### config.mk
export PLATFORM = sky130hd
export DESIGN_NAME = spi_byte_engine
export DESIGN_NICKNAME = d
export VERILOG_FILES = /design/src/common/spi_engine_pkg.sv /design/src/design/byte_fifo.sv /design/src/design/spi_byte_engine.sv
export SDC_FILE = /design/constraint.sdc
export NUM_CORES = 1
export LEC_CHECK = 0
export ABC_AREA = 1
export BUFFER_PORTS_ARGS = -buffer_cell sky130_fd_sc_hd__buf_4
export CORE_MARGIN = 2
export CORE_UTILIZATION = 45
export DETAILED_ROUTE_END_ITERATION = 10
export GPL_ROUTABILITY_DRIVEN = 0
export GPL_TIMING_DRIVEN = 0
export PLACE_DENSITY_LB_ADDON = 0.1
export RECOVER_POWER = 50
export SLEW_MARGIN = 40
export SYNTH_ARGS = -nofsm -noshare
export SYNTH_HDL_FRONTEND = slang
export SYNTH_SLANG_ARGS = --single-unit
### constraint.sdc
create_clock -name clock_i -period 2.1 [get_ports clock_i]
set_input_delay 0.21 -clock clock_i [delete_from_list [all_inputs] [get_ports clock_i]]
set_output_delay 0.21 -clock clock_i [all_outputs]
set_load 0.05 [all_outputs]
### src/common/spi_engine_pkg.sv
// Shared constants and carrier types for the byte-oriented serial transfer engine
package spi_engine_pkg;

  // ----------------------------------------------------------------
  // Data and count widths
  // ----------------------------------------------------------------
  localparam int DATA_W     = 8;
  localparam int COUNT_W    = 16;
  localparam int SEL_W      = 2;
  localparam int NUM_SLAVES = 4;
  localparam int FIFO_DEPTH = 8;

  // ----------------------------------------------------------------
  // Values
  // ----------------------------------------------------------------
  localparam logic [DATA_W-1:0]  DUMMY_BYTE      = 8'hFF;
  localparam logic [DATA_W-1:0]  SHIFT_RST       = 8'h00;
  localparam logic [COUNT_W-1:0] INDEX_RST       = 16'h0000;
  localparam logic [COUNT_W-1:0] INDEX_STEP      = 16'h0001;
  localparam logic [2:0]         LAST_BIT        = 3'h7;
  localparam logic               TX_FLAG_RST     = 1'b1;
  localparam logic               RECV_FLAG_RST   = 1'b0;
  localparam logic               LINE_IDLE       = 1'b0;
  localparam logic               MOSI_RST        = 1'b1;

  // ----------------------------------------------------------------
  // Timing
  // ----------------------------------------------------------------
  localparam int CLK_PERIOD_NS   = 10;
  localparam int SCK_PERIOD_NS   = 160;
  // Half of the serial clock period, rounded down, never below one cycle
  localparam int SCK_HALF_CYCLES = (SCK_PERIOD_NS / 2 / CLK_PERIOD_NS) < 1 ? 1 :
                                   (SCK_PERIOD_NS / 2 / CLK_PERIOD_NS);

  // ----------------------------------------------------------------
  // Carrier types
  // ----------------------------------------------------------------
  typedef struct packed {
    logic               is_read;
    logic [SEL_W-1:0]   slave;
    logic [COUNT_W-1:0] count;
  } cmd_t;

  typedef enum logic [2:0] {
    ST_IDLE,
    ST_SETUP,
    ST_LOAD,
    ST_SHIFT,
    ST_HOLD
  } state_t;

endpackage

### src/design/byte_fifo.sv
// Flip-flop FIFO with valid and ready on both sides
module byte_fifo #(
  parameter int WIDTH = spi_engine_pkg::DATA_W,
  parameter int DEPTH = spi_engine_pkg::FIFO_DEPTH
) (
  input  wire logic             clock_i,
  input  wire logic             sys_rst_i,
  input  wire logic [WIDTH-1:0] in_data_i,
  input  wire logic             in_valid_i,
  output logic                  in_ready_o,
  output logic      [WIDTH-1:0] out_data_o,
  output logic                  out_valid_o,
  input  wire logic             out_ready_i
);

  localparam int PTR_W = (DEPTH > 1) ? $clog2(DEPTH) : 1;
  localparam int CNT_W = $clog2(DEPTH + 1);
  localparam logic [CNT_W-1:0] FULL_CNT = CNT_W'(DEPTH);

  if (DEPTH < 2 || (DEPTH & (DEPTH - 1)) != 0) begin : g_bad_depth
    $error("byte_fifo depth must be a power of two of at least 2");
  end

  logic [WIDTH-1:0] mem [DEPTH];
  logic [PTR_W-1:0] wr_ptr;
  logic [PTR_W-1:0] rd_ptr;
  logic [CNT_W-1:0] count;
  logic [CNT_W-1:0] next_count;
  logic             push;
  logic             pop;

  assign push        = in_valid_i && in_ready_o;
  assign pop         = out_valid_o && out_ready_i;
  assign out_valid_o = (count != '0);
  assign out_data_o  = mem[rd_ptr];

  always_comb begin
    next_count = count;
    if (push && !pop) begin
      next_count = count + CNT_W'(1);
    end else if (pop && !push) begin
      next_count = count - CNT_W'(1);
    end
  end

  // ----------------------------------------------------------------
  // Pointers and fill level
  // ----------------------------------------------------------------
  always_ff @(posedge clock_i) begin
    if (sys_rst_i) begin
      wr_ptr     <= '0;
      rd_ptr     <= '0;
      count      <= '0;
      in_ready_o <= 1'b1;
    end else begin
      if (push) begin
        wr_ptr <= wr_ptr + PTR_W'(1);
      end
      if (pop) begin
        rd_ptr <= rd_ptr + PTR_W'(1);
      end
      count      <= next_count;
      in_ready_o <= (next_count != FULL_CNT);
    end
  end

  // Storage needs no reset: nothing reads a slot before it is written
  always_ff @(posedge clock_i) begin
    if (push) begin
      mem[wr_ptr] <= in_data_i;
    end
  end

endmodule

### src/design/spi_byte_engine.sv
// Byte-oriented serial master transfer engine with counted writes and reads
//
// Contract
// - Each outgoing byte is shifted out on MOSI toward the selected slave.
// - Reads are full duplex: MISO is sampled during the same transfer that drives MOSI.
// - The serial clock pulses only while a byte is being shifted and idles low otherwise.
// - Every byte to be read is clocked in by sending an all-ones filler byte.
// - A transmit-space event marks that a byte left the buffer for shifting and no byte is loaded until one is there.
// - The transmit-space condition stays visible as a pending flag that needs no interrupt.
// - A receive-full event marks a byte in the receive register and the next read waits until it is taken.
// - The receive-full condition sets a pending flag that stays visible without any handler.
// - A write takes an unsigned 16-bit byte count and sends exactly that many bytes.
// - A read takes an unsigned 16-bit byte count and receives exactly that many bytes.
// - The source index advances by one as each byte is taken from the buffer, before its bits are shifted out.
// - The destination index advances by one after each byte received.
// - Slave selects are dedicated output pins, one per slave.
// - The select is asserted before the first clock and released only after the last byte.
module spi_byte_engine #(
  parameter int NUM_SLAVES  = spi_engine_pkg::NUM_SLAVES,
  parameter int HALF_CYCLES = spi_engine_pkg::SCK_HALF_CYCLES,
  parameter int FIFO_DEPTH  = spi_engine_pkg::FIFO_DEPTH
) (
  input  wire logic                                clock_i,
  input  wire logic                                sys_rst_i,
  input  wire logic                                cmd_valid_i,
  input  wire spi_engine_pkg::cmd_t                cmd_i,
  output logic                                     cmd_ready_o,
  output logic                                     done_o,
  input  wire logic [spi_engine_pkg::DATA_W-1:0]   tx_data_i,
  input  wire logic                                tx_valid_i,
  output logic                                     tx_ready_o,
  output logic                                     tx_empty_event_o,
  output logic                                     tx_space_flag_o,
  output logic      [spi_engine_pkg::DATA_W-1:0]   recv_data_o,
  output logic                                     rx_full_event_o,
  output logic                                     rx_byte_flag_o,
  input  wire logic                                recv_take_i,
  output logic      [spi_engine_pkg::COUNT_W-1:0]  src_index_o,
  output logic      [spi_engine_pkg::COUNT_W-1:0]  dst_index_o,
  output logic                                     sck_o,
  output logic                                     mosi_o,
  input  wire logic                                miso_i,
  output logic      [NUM_SLAVES-1:0]               sel_n_o
);

  localparam int DIV_W = 16;
  localparam logic [DIV_W-1:0] HALF_LAST = DIV_W'(HALF_CYCLES - 1);

  if (NUM_SLAVES < 1 || NUM_SLAVES > (1 << spi_engine_pkg::SEL_W)) begin : g_bad_slaves
    $error("spi_byte_engine slave count outside what the select field can address");
  end
  if (HALF_CYCLES < 1 || HALF_CYCLES > 65535) begin : g_bad_half
    $error("spi_byte_engine half period must be 1 to 65535 cycles");
  end

  // ----------------------------------------------------------------
  // Helpers
  // ----------------------------------------------------------------
  function automatic logic [NUM_SLAVES-1:0] select_lines(input logic [spi_engine_pkg::SEL_W-1:0] idx);
    logic [NUM_SLAVES-1:0] lines;
    lines = '1;
    for (int i = 0; i < NUM_SLAVES; i++) begin
      if (idx == spi_engine_pkg::SEL_W'(i)) begin
        lines[i] = 1'b0;
      end
    end
    return lines;
  endfunction

  spi_engine_pkg::state_t                state;
  spi_engine_pkg::cmd_t                  cur;
  logic [spi_engine_pkg::COUNT_W-1:0]    bytes_left;
  logic [DIV_W-1:0]                      div_cnt;
  logic [2:0]                            bit_cnt;
  logic [spi_engine_pkg::DATA_W-1:0]     tx_shift;
  logic [spi_engine_pkg::DATA_W-1:0]     recv_shift;
  logic                                  miso_meta;
  logic                                  miso_s;
  logic [spi_engine_pkg::DATA_W-1:0]     fifo_data;
  logic                                  fifo_valid;
  logic                                  fifo_pop;
  logic                                  half_done;
  logic                                  byte_end;
  logic                                  tx_push;
  logic                                  read_load;

  assign half_done = (div_cnt == HALF_LAST);
  assign byte_end  = (state == spi_engine_pkg::ST_SHIFT) && half_done && sck_o &&
                     (bit_cnt == spi_engine_pkg::LAST_BIT);
  assign tx_push   = tx_valid_i && tx_ready_o;
  // A write byte is loaded only when the buffer really holds one
  assign fifo_pop  = (state == spi_engine_pkg::ST_LOAD) && (bytes_left != '0) &&
                     !cur.is_read && fifo_valid;
  // The next read waits until the previous byte has been taken
  assign read_load = (state == spi_engine_pkg::ST_LOAD) && (bytes_left != '0) &&
                     cur.is_read && !rx_byte_flag_o;

  // ----------------------------------------------------------------
  // Transmit buffer
  // ----------------------------------------------------------------
  byte_fifo #(
    .WIDTH (spi_engine_pkg::DATA_W),
    .DEPTH (FIFO_DEPTH)
  ) u_tx_fifo (
    .clock_i     (clock_i),
    .sys_rst_i   (sys_rst_i),
    .in_data_i   (tx_data_i),
    .in_valid_i  (tx_valid_i),
    .in_ready_o  (tx_ready_o),
    .out_data_o  (fifo_data),
    .out_valid_o (fifo_valid),
    .out_ready_i (fifo_pop)
  );

  // ----------------------------------------------------------------
  // MISO synchroniser
  // ----------------------------------------------------------------
  always_ff @(posedge clock_i) begin
    if (sys_rst_i) begin
      miso_meta <= 1'b0;
      miso_s    <= 1'b0;
    end else begin
      miso_meta <= miso_i;
      miso_s    <= miso_meta;
    end
  end

  // ----------------------------------------------------------------
  // Transfer sequencer
  // ----------------------------------------------------------------
  always_ff @(posedge clock_i) begin
    if (sys_rst_i) begin
      state       <= spi_engine_pkg::ST_IDLE;
      cur         <= '0;
      cmd_ready_o <= 1'b1;
      done_o      <= 1'b0;
      bytes_left  <= spi_engine_pkg::INDEX_RST;
      src_index_o <= spi_engine_pkg::INDEX_RST;
      dst_index_o <= spi_engine_pkg::INDEX_RST;
      div_cnt     <= '0;
      bit_cnt     <= '0;
      tx_shift    <= spi_engine_pkg::SHIFT_RST;
      recv_shift  <= spi_engine_pkg::SHIFT_RST;
      recv_data_o <= spi_engine_pkg::SHIFT_RST;
      sck_o       <= spi_engine_pkg::LINE_IDLE;
      mosi_o      <= spi_engine_pkg::MOSI_RST;
      sel_n_o     <= '1;
    end else begin
      done_o <= 1'b0;
      unique case (state)
        spi_engine_pkg::ST_IDLE: begin
          if (cmd_valid_i && cmd_ready_o) begin
            cur         <= cmd_i;
            bytes_left  <= cmd_i.count;
            src_index_o <= spi_engine_pkg::INDEX_RST;
            dst_index_o <= spi_engine_pkg::INDEX_RST;
            cmd_ready_o <= 1'b0;
            div_cnt     <= '0;
            // Select goes low here, two half periods and one cycle ahead of the first clock rise
            sel_n_o     <= select_lines(cmd_i.slave);
            state       <= spi_engine_pkg::ST_SETUP;
          end
        end
        spi_engine_pkg::ST_SETUP: begin
          div_cnt <= div_cnt + DIV_W'(1);
          if (half_done) begin
            div_cnt <= '0;
            state   <= spi_engine_pkg::ST_LOAD;
          end
        end
        spi_engine_pkg::ST_LOAD: begin
          div_cnt <= '0;
          bit_cnt <= '0;
          if (bytes_left == '0) begin
            state <= spi_engine_pkg::ST_HOLD;
          end else if (fifo_pop) begin
            tx_shift    <= fifo_data;
            mosi_o      <= fifo_data[spi_engine_pkg::DATA_W-1];
            src_index_o <= src_index_o + spi_engine_pkg::INDEX_STEP;
            bytes_left  <= bytes_left - spi_engine_pkg::INDEX_STEP;
            state       <= spi_engine_pkg::ST_SHIFT;
          end else if (read_load) begin
            tx_shift   <= spi_engine_pkg::DUMMY_BYTE;
            mosi_o     <= spi_engine_pkg::DUMMY_BYTE[spi_engine_pkg::DATA_W-1];
            bytes_left <= bytes_left - spi_engine_pkg::INDEX_STEP;
            state      <= spi_engine_pkg::ST_SHIFT;
          end
        end
        spi_engine_pkg::ST_SHIFT: begin
          div_cnt <= div_cnt + DIV_W'(1);
          if (half_done) begin
            div_cnt <= '0;
            if (!sck_o) begin
              // Rising edge: sample MISO while MOSI is stable, mode 0
              sck_o      <= 1'b1;
              recv_shift <= {recv_shift[spi_engine_pkg::DATA_W-2:0], miso_s};
            end else begin
              sck_o <= 1'b0;
              if (bit_cnt == spi_engine_pkg::LAST_BIT) begin
                state <= spi_engine_pkg::ST_LOAD;
                if (cur.is_read) begin
                  recv_data_o <= recv_shift;
                  dst_index_o <= dst_index_o + spi_engine_pkg::INDEX_STEP;
                end
              end else begin
                tx_shift <= {tx_shift[spi_engine_pkg::DATA_W-2:0], 1'b0};
                mosi_o   <= tx_shift[spi_engine_pkg::DATA_W-2];
                bit_cnt  <= bit_cnt + 3'h1;
              end
            end
          end
        end
        spi_engine_pkg::ST_HOLD: begin
          div_cnt <= div_cnt + DIV_W'(1);
          if (half_done) begin
            div_cnt     <= '0;
            sel_n_o     <= '1;
            done_o      <= 1'b1;
            cmd_ready_o <= 1'b1;
            state       <= spi_engine_pkg::ST_IDLE;
          end
        end
      endcase
    end
  end

  // ----------------------------------------------------------------
  // Events and pending flags
  // ----------------------------------------------------------------
  // Flags are plain levels so a poller sees them with no interrupt path at all
  always_ff @(posedge clock_i) begin
    if (sys_rst_i) begin
      tx_empty_event_o <= 1'b0;
      rx_full_event_o  <= 1'b0;
      tx_space_flag_o  <= spi_engine_pkg::TX_FLAG_RST;
      rx_byte_flag_o   <= spi_engine_pkg::RECV_FLAG_RST;
    end else begin
      tx_empty_event_o <= fifo_pop;
      rx_full_event_o  <= byte_end && cur.is_read;
      // Set wins over the clear in the same cycle
      if (fifo_pop) begin
        tx_space_flag_o <= 1'b1;
      end else if (tx_push) begin
        tx_space_flag_o <= 1'b0;
      end
      if (byte_end && cur.is_read) begin
        rx_byte_flag_o <= 1'b1;
      end else if (recv_take_i) begin
        rx_byte_flag_o <= 1'b0;
      end
    end
  end

  // ----------------------------------------------------------------
  // Checks
  // ----------------------------------------------------------------
  logic [3:0] rise_cnt;

  always_ff @(posedge clock_i) begin
    if (sys_rst_i) begin
      rise_cnt <= '0;
    end else if (state == spi_engine_pkg::ST_LOAD) begin
      rise_cnt <= '0;
    end else if (state == spi_engine_pkg::ST_SHIFT && half_done && !sck_o) begin
      rise_cnt <= rise_cnt + 4'h1;
    end
  end
endmodule

==> implementation parameters <==
Parameter                              Value

Status
  Outcome ... finished clean

Worst setup path
  Minimum setup slack among reg-to-reg paths ... ~0.19 ns
  Data required time at the worst endpoint ... 2.42 ns
  Critical path arrival ... roughly 2.2 ns
  Crit path kind ... flop to flop
  Kind of start point of the critical path ... flop
  CP Capture Type ... flop
  Critical path fanouts, max ... 9

Yosys
  Flop and latch count out of synthesis ... around 190
  Library cell occupying the most area in the post-synthesis netlist ... dfxtp_1
  Mapped Nets ... ~1100
  Count of different cell masters after synthesis ... 51
  Top cells by count, synth ... nand2_1, dfxtp_1, nor2_1
  Yosys Warn Count ... 0
  Mapped Avg Cell Area ... approximately 8.2 µm²
  Count leader, synth ... nand2_1
  Area of the mapped netlist ... about 8600 µm²
  Flip-flop cell with the highest count after synthesis ... dfxtp_1
  Cell count after synthesis ... roughly 1100
  Leading cell types by total area after synthesis ... dfxtp_1, edfxtp_1, nand2_1, a21oi_1, nor2_1
  Fraction of post-synthesis cell area in the top cell type by area ... 28.5%
  Number of enable-type register cells in the synthesized netlist ... 64
  Sequential-to-total area share from yosys stat ... between 50% and 60%
  Post-synthesis async set-or-reset flop share ... 0%

Global route
  All-layer global routing usage ... 21.8%
  Number of antenna violations at the first check in global routing ... 0
  First-pass GRT wire length ... roughly 34000 µm
  Vias in the first global route ... approximately 6600
  Largest net degree at the start of global routing ... 18
  Sum of overflow across all layers after global routing ... 0

Timing
  Max-slew violation total from the final report ... 0
  Final worst-path cycle share ... 91.0%
  Final count of negative-setup-slack endpoints ... 0
  Setup TNS after final layout ... 0 ns
  Clock skew after layout ... 0.0104 ns
  Max_slew headroom ... around half
  Number of hold-slack violations in the final timing report ... 0
  Unrepaired setup endpoints after global routing ... false
  Highest clock rate ... about 0.52 GHz
  Crit path time final ... 1.91 ns
  Worst slew pin tran ... 0.778 ns

Cells and area
  Area grow syn2layout ... 15.8%
  Layout cells sized above 1 ... between 10% and 20%
  Diodes inserted ... 0
  Final nets ... ~1200
  Number of standard cells in the layout, taps in and fillers out ... 1405

Floorplanning
  Effective utilization at floorplan ... roughly 46%
  Width of the chip ... around 140 µm
  Chip Height ... ~140 µm
  Die Footprint ... approximately 20000 µm²
  IO Count ... 86
  Num rows ... 50
  Area of the core ... 18700 µm²

Drt
  First-pass iteration count of the detailed router ... 5
  Vias ... ~7400
  Per-cell routed wire length ... 15.1 µm
  Total wirelength of the detailed-routed design ... about 21000 µm
  Post-route antenna net violation count ... 0
  DRC violation count after routing ... 0
  Per-cell via count in the routed design ... 5.24
  Iteration-0 DRC count of the detailed router ... roughly 450

Flow run
  Number of maximum-capacitance constraint violations ... 0

Clock tree
  Root buffer cell ... clkbuf_16
  Worst-case clock buffer depth ... 2
  Clock Latency Late Sink ... 0.43 ns
  Setup bufs post-CTS ... 0
  CTS tree ... built
  CTS clk-pin slew, worst paths ... about 0.07 ns
  Clock buffer count from CTS ... 17
  # H-tree levels ... 4
  Number of clock sinks ... ~190

Place
  Detail Placement HPWL ... around 15000 µm
  Quantity of I/O buffers inserted on ports ... 84
  Cell total after placement ... between 1000 and 1500

Min path
  Class of the tightest hold or removal check ... input port to flop

Pwr
  IR drop worst, VDD ... between 0.5 and 0.6 mV
  Power after layout ... about 11 mW
  Power per cell area ... between 1000 and 1500 nW/µm²
  Leakage component of the power ... between 3 and 4 nW
-- power by group --
part           internal (mW)  switching, mW  total [mW]
clock network           1.80           1.48        3.28
registers               4.04          0.271        4.31
logic                   1.05           2.24        3.28
-- layer usage --
layer  global-route usage, %  up-vias  part of all wire [%]
li1                        -     3749                     -
met1                    29.3     3437                    47
met2                    36.2      151                    48
met3                    3.80       20                   4.1
met4                    6.05        0                   1.4
met5                       0        -                     0
-- area by class of cell --
class                      instances  area, µm²
fill                            1881       8780
timing repair buffer              88        442
clock buffer                      19        433
tap                              234        293
buffer                            34        175
sequential                       186       4360
inverter                          89        340
clock inverter                    13        158
multi-input combinational        742       3720
-- worst max-delay path: stages (launching register included) --
cell and delay, ns:
dfxtp_1 0.38, inv_1 0.09, ha_1 0.22, nand3_1 0.10
nand2_1 0.07, o21ai_0 0.15, nand3_2 0.16, a21oi_4 0.29
inv_2 0.13, a21oi_1 0.15, nand2_1 0.06
-- registers in the layout (all words and copies together), names as in the netlist, 3 cells and up, named ones only --
| name | flops |
|---|---|
| state | 3 |
| src_index_o | 16 |
| sel_n_o | 4 |
| recv_shift | 8 |
| dst_index_o | 16 |
| u_tx_fifo.rd_ptr | 3 |
| u_tx_fifo.wr_ptr | 3 |
| div_cnt | 16 |
| bytes_left | 16 |
| recv_data_o | 8 |
| bit_cnt | 3 |
| tx_shift | 7 |
| u_tx_fifo.count | 4 |
| u_tx_fifo.mem | 64 |
-- worst paths after layout --
path | start | to | cells past startpoint
worst min register to register | miso_meta | miso_s | 2
worst max-delay path | u_tx_fifo.count[0] | mosi_o | 10
worst max register to register | u_tx_fifo.count[0] | mosi_o | 10
worst min-delay path | miso_i | miso_meta | 3
-- per-stage QoR --
step / worst slack (ns) / area (µm²) / utilization [%] / hold slack [ns]
after global placement: 0.0671 / 9500 / 50.8 / 0.410
final: 0.190 / 9930 / 53.1 / 0.00603
after detailed placement: 0.117 / 9510 / 50.9 / 0.401
after floorplan: 0.171 / 8580 / - / 0.309
after global routing: 0.00696 / 9930 / 53.1 / 0.0217
after CTS: 0.103 / 10100 / 54.2 / 0.000318
-- cell usage in the layout (no fill, tap or decap), types with 9 or more instances in the layout --
| cell type | n |
|---|---|
| nor2_2 | 10 |
| o21ai_0 | 59 |
| ha_1 | 11 |
| nand2_2 | 9 |
| xor2_1 | 15 |
| nor3_1 | 25 |
| nand4_1 | 9 |
| o211ai_1 | 9 |
| clkbuf_16 | 17 |
| nand3_1 | 84 |
| inv_1 | 73 |
| buf_4 | 26 |
| nand2_1 | 236 |
| nor2_1 | 113 |
| clkbuf_1 | 83 |
| edfxtp_1 | 64 |
| dfxtp_1 | 122 |
| inv_2 | 12 |
| a21oi_1 | 92 |
-- kinds of logic (layout without fill, tap and decap cells) --
group / Yosys count / count (layout) / share of synthesized area (%)
muxes: 1 / 1 / 0.117
xor gates and xnor gates: 22 / 22 / 2.25
AOI/OAI and AO/OA: 191 / 191 / 12.5
and+or+nand+nor: 517 / 517 / 26.6
adders and majority gates: 11 / 11 / 1.60
buffers and inverters: 124 / 243 / 6.02
DFF: 186 / 186 / 50.9
-- what timing repair did --
action                     in CTS  in global routing
hold endpoints to repair       30                  0
gates resized for setup         0                  5
setup endpoints to repair       0                 22
hold buffers                    4                  0
No activity file was read; power rests on OpenSTA's default activity.
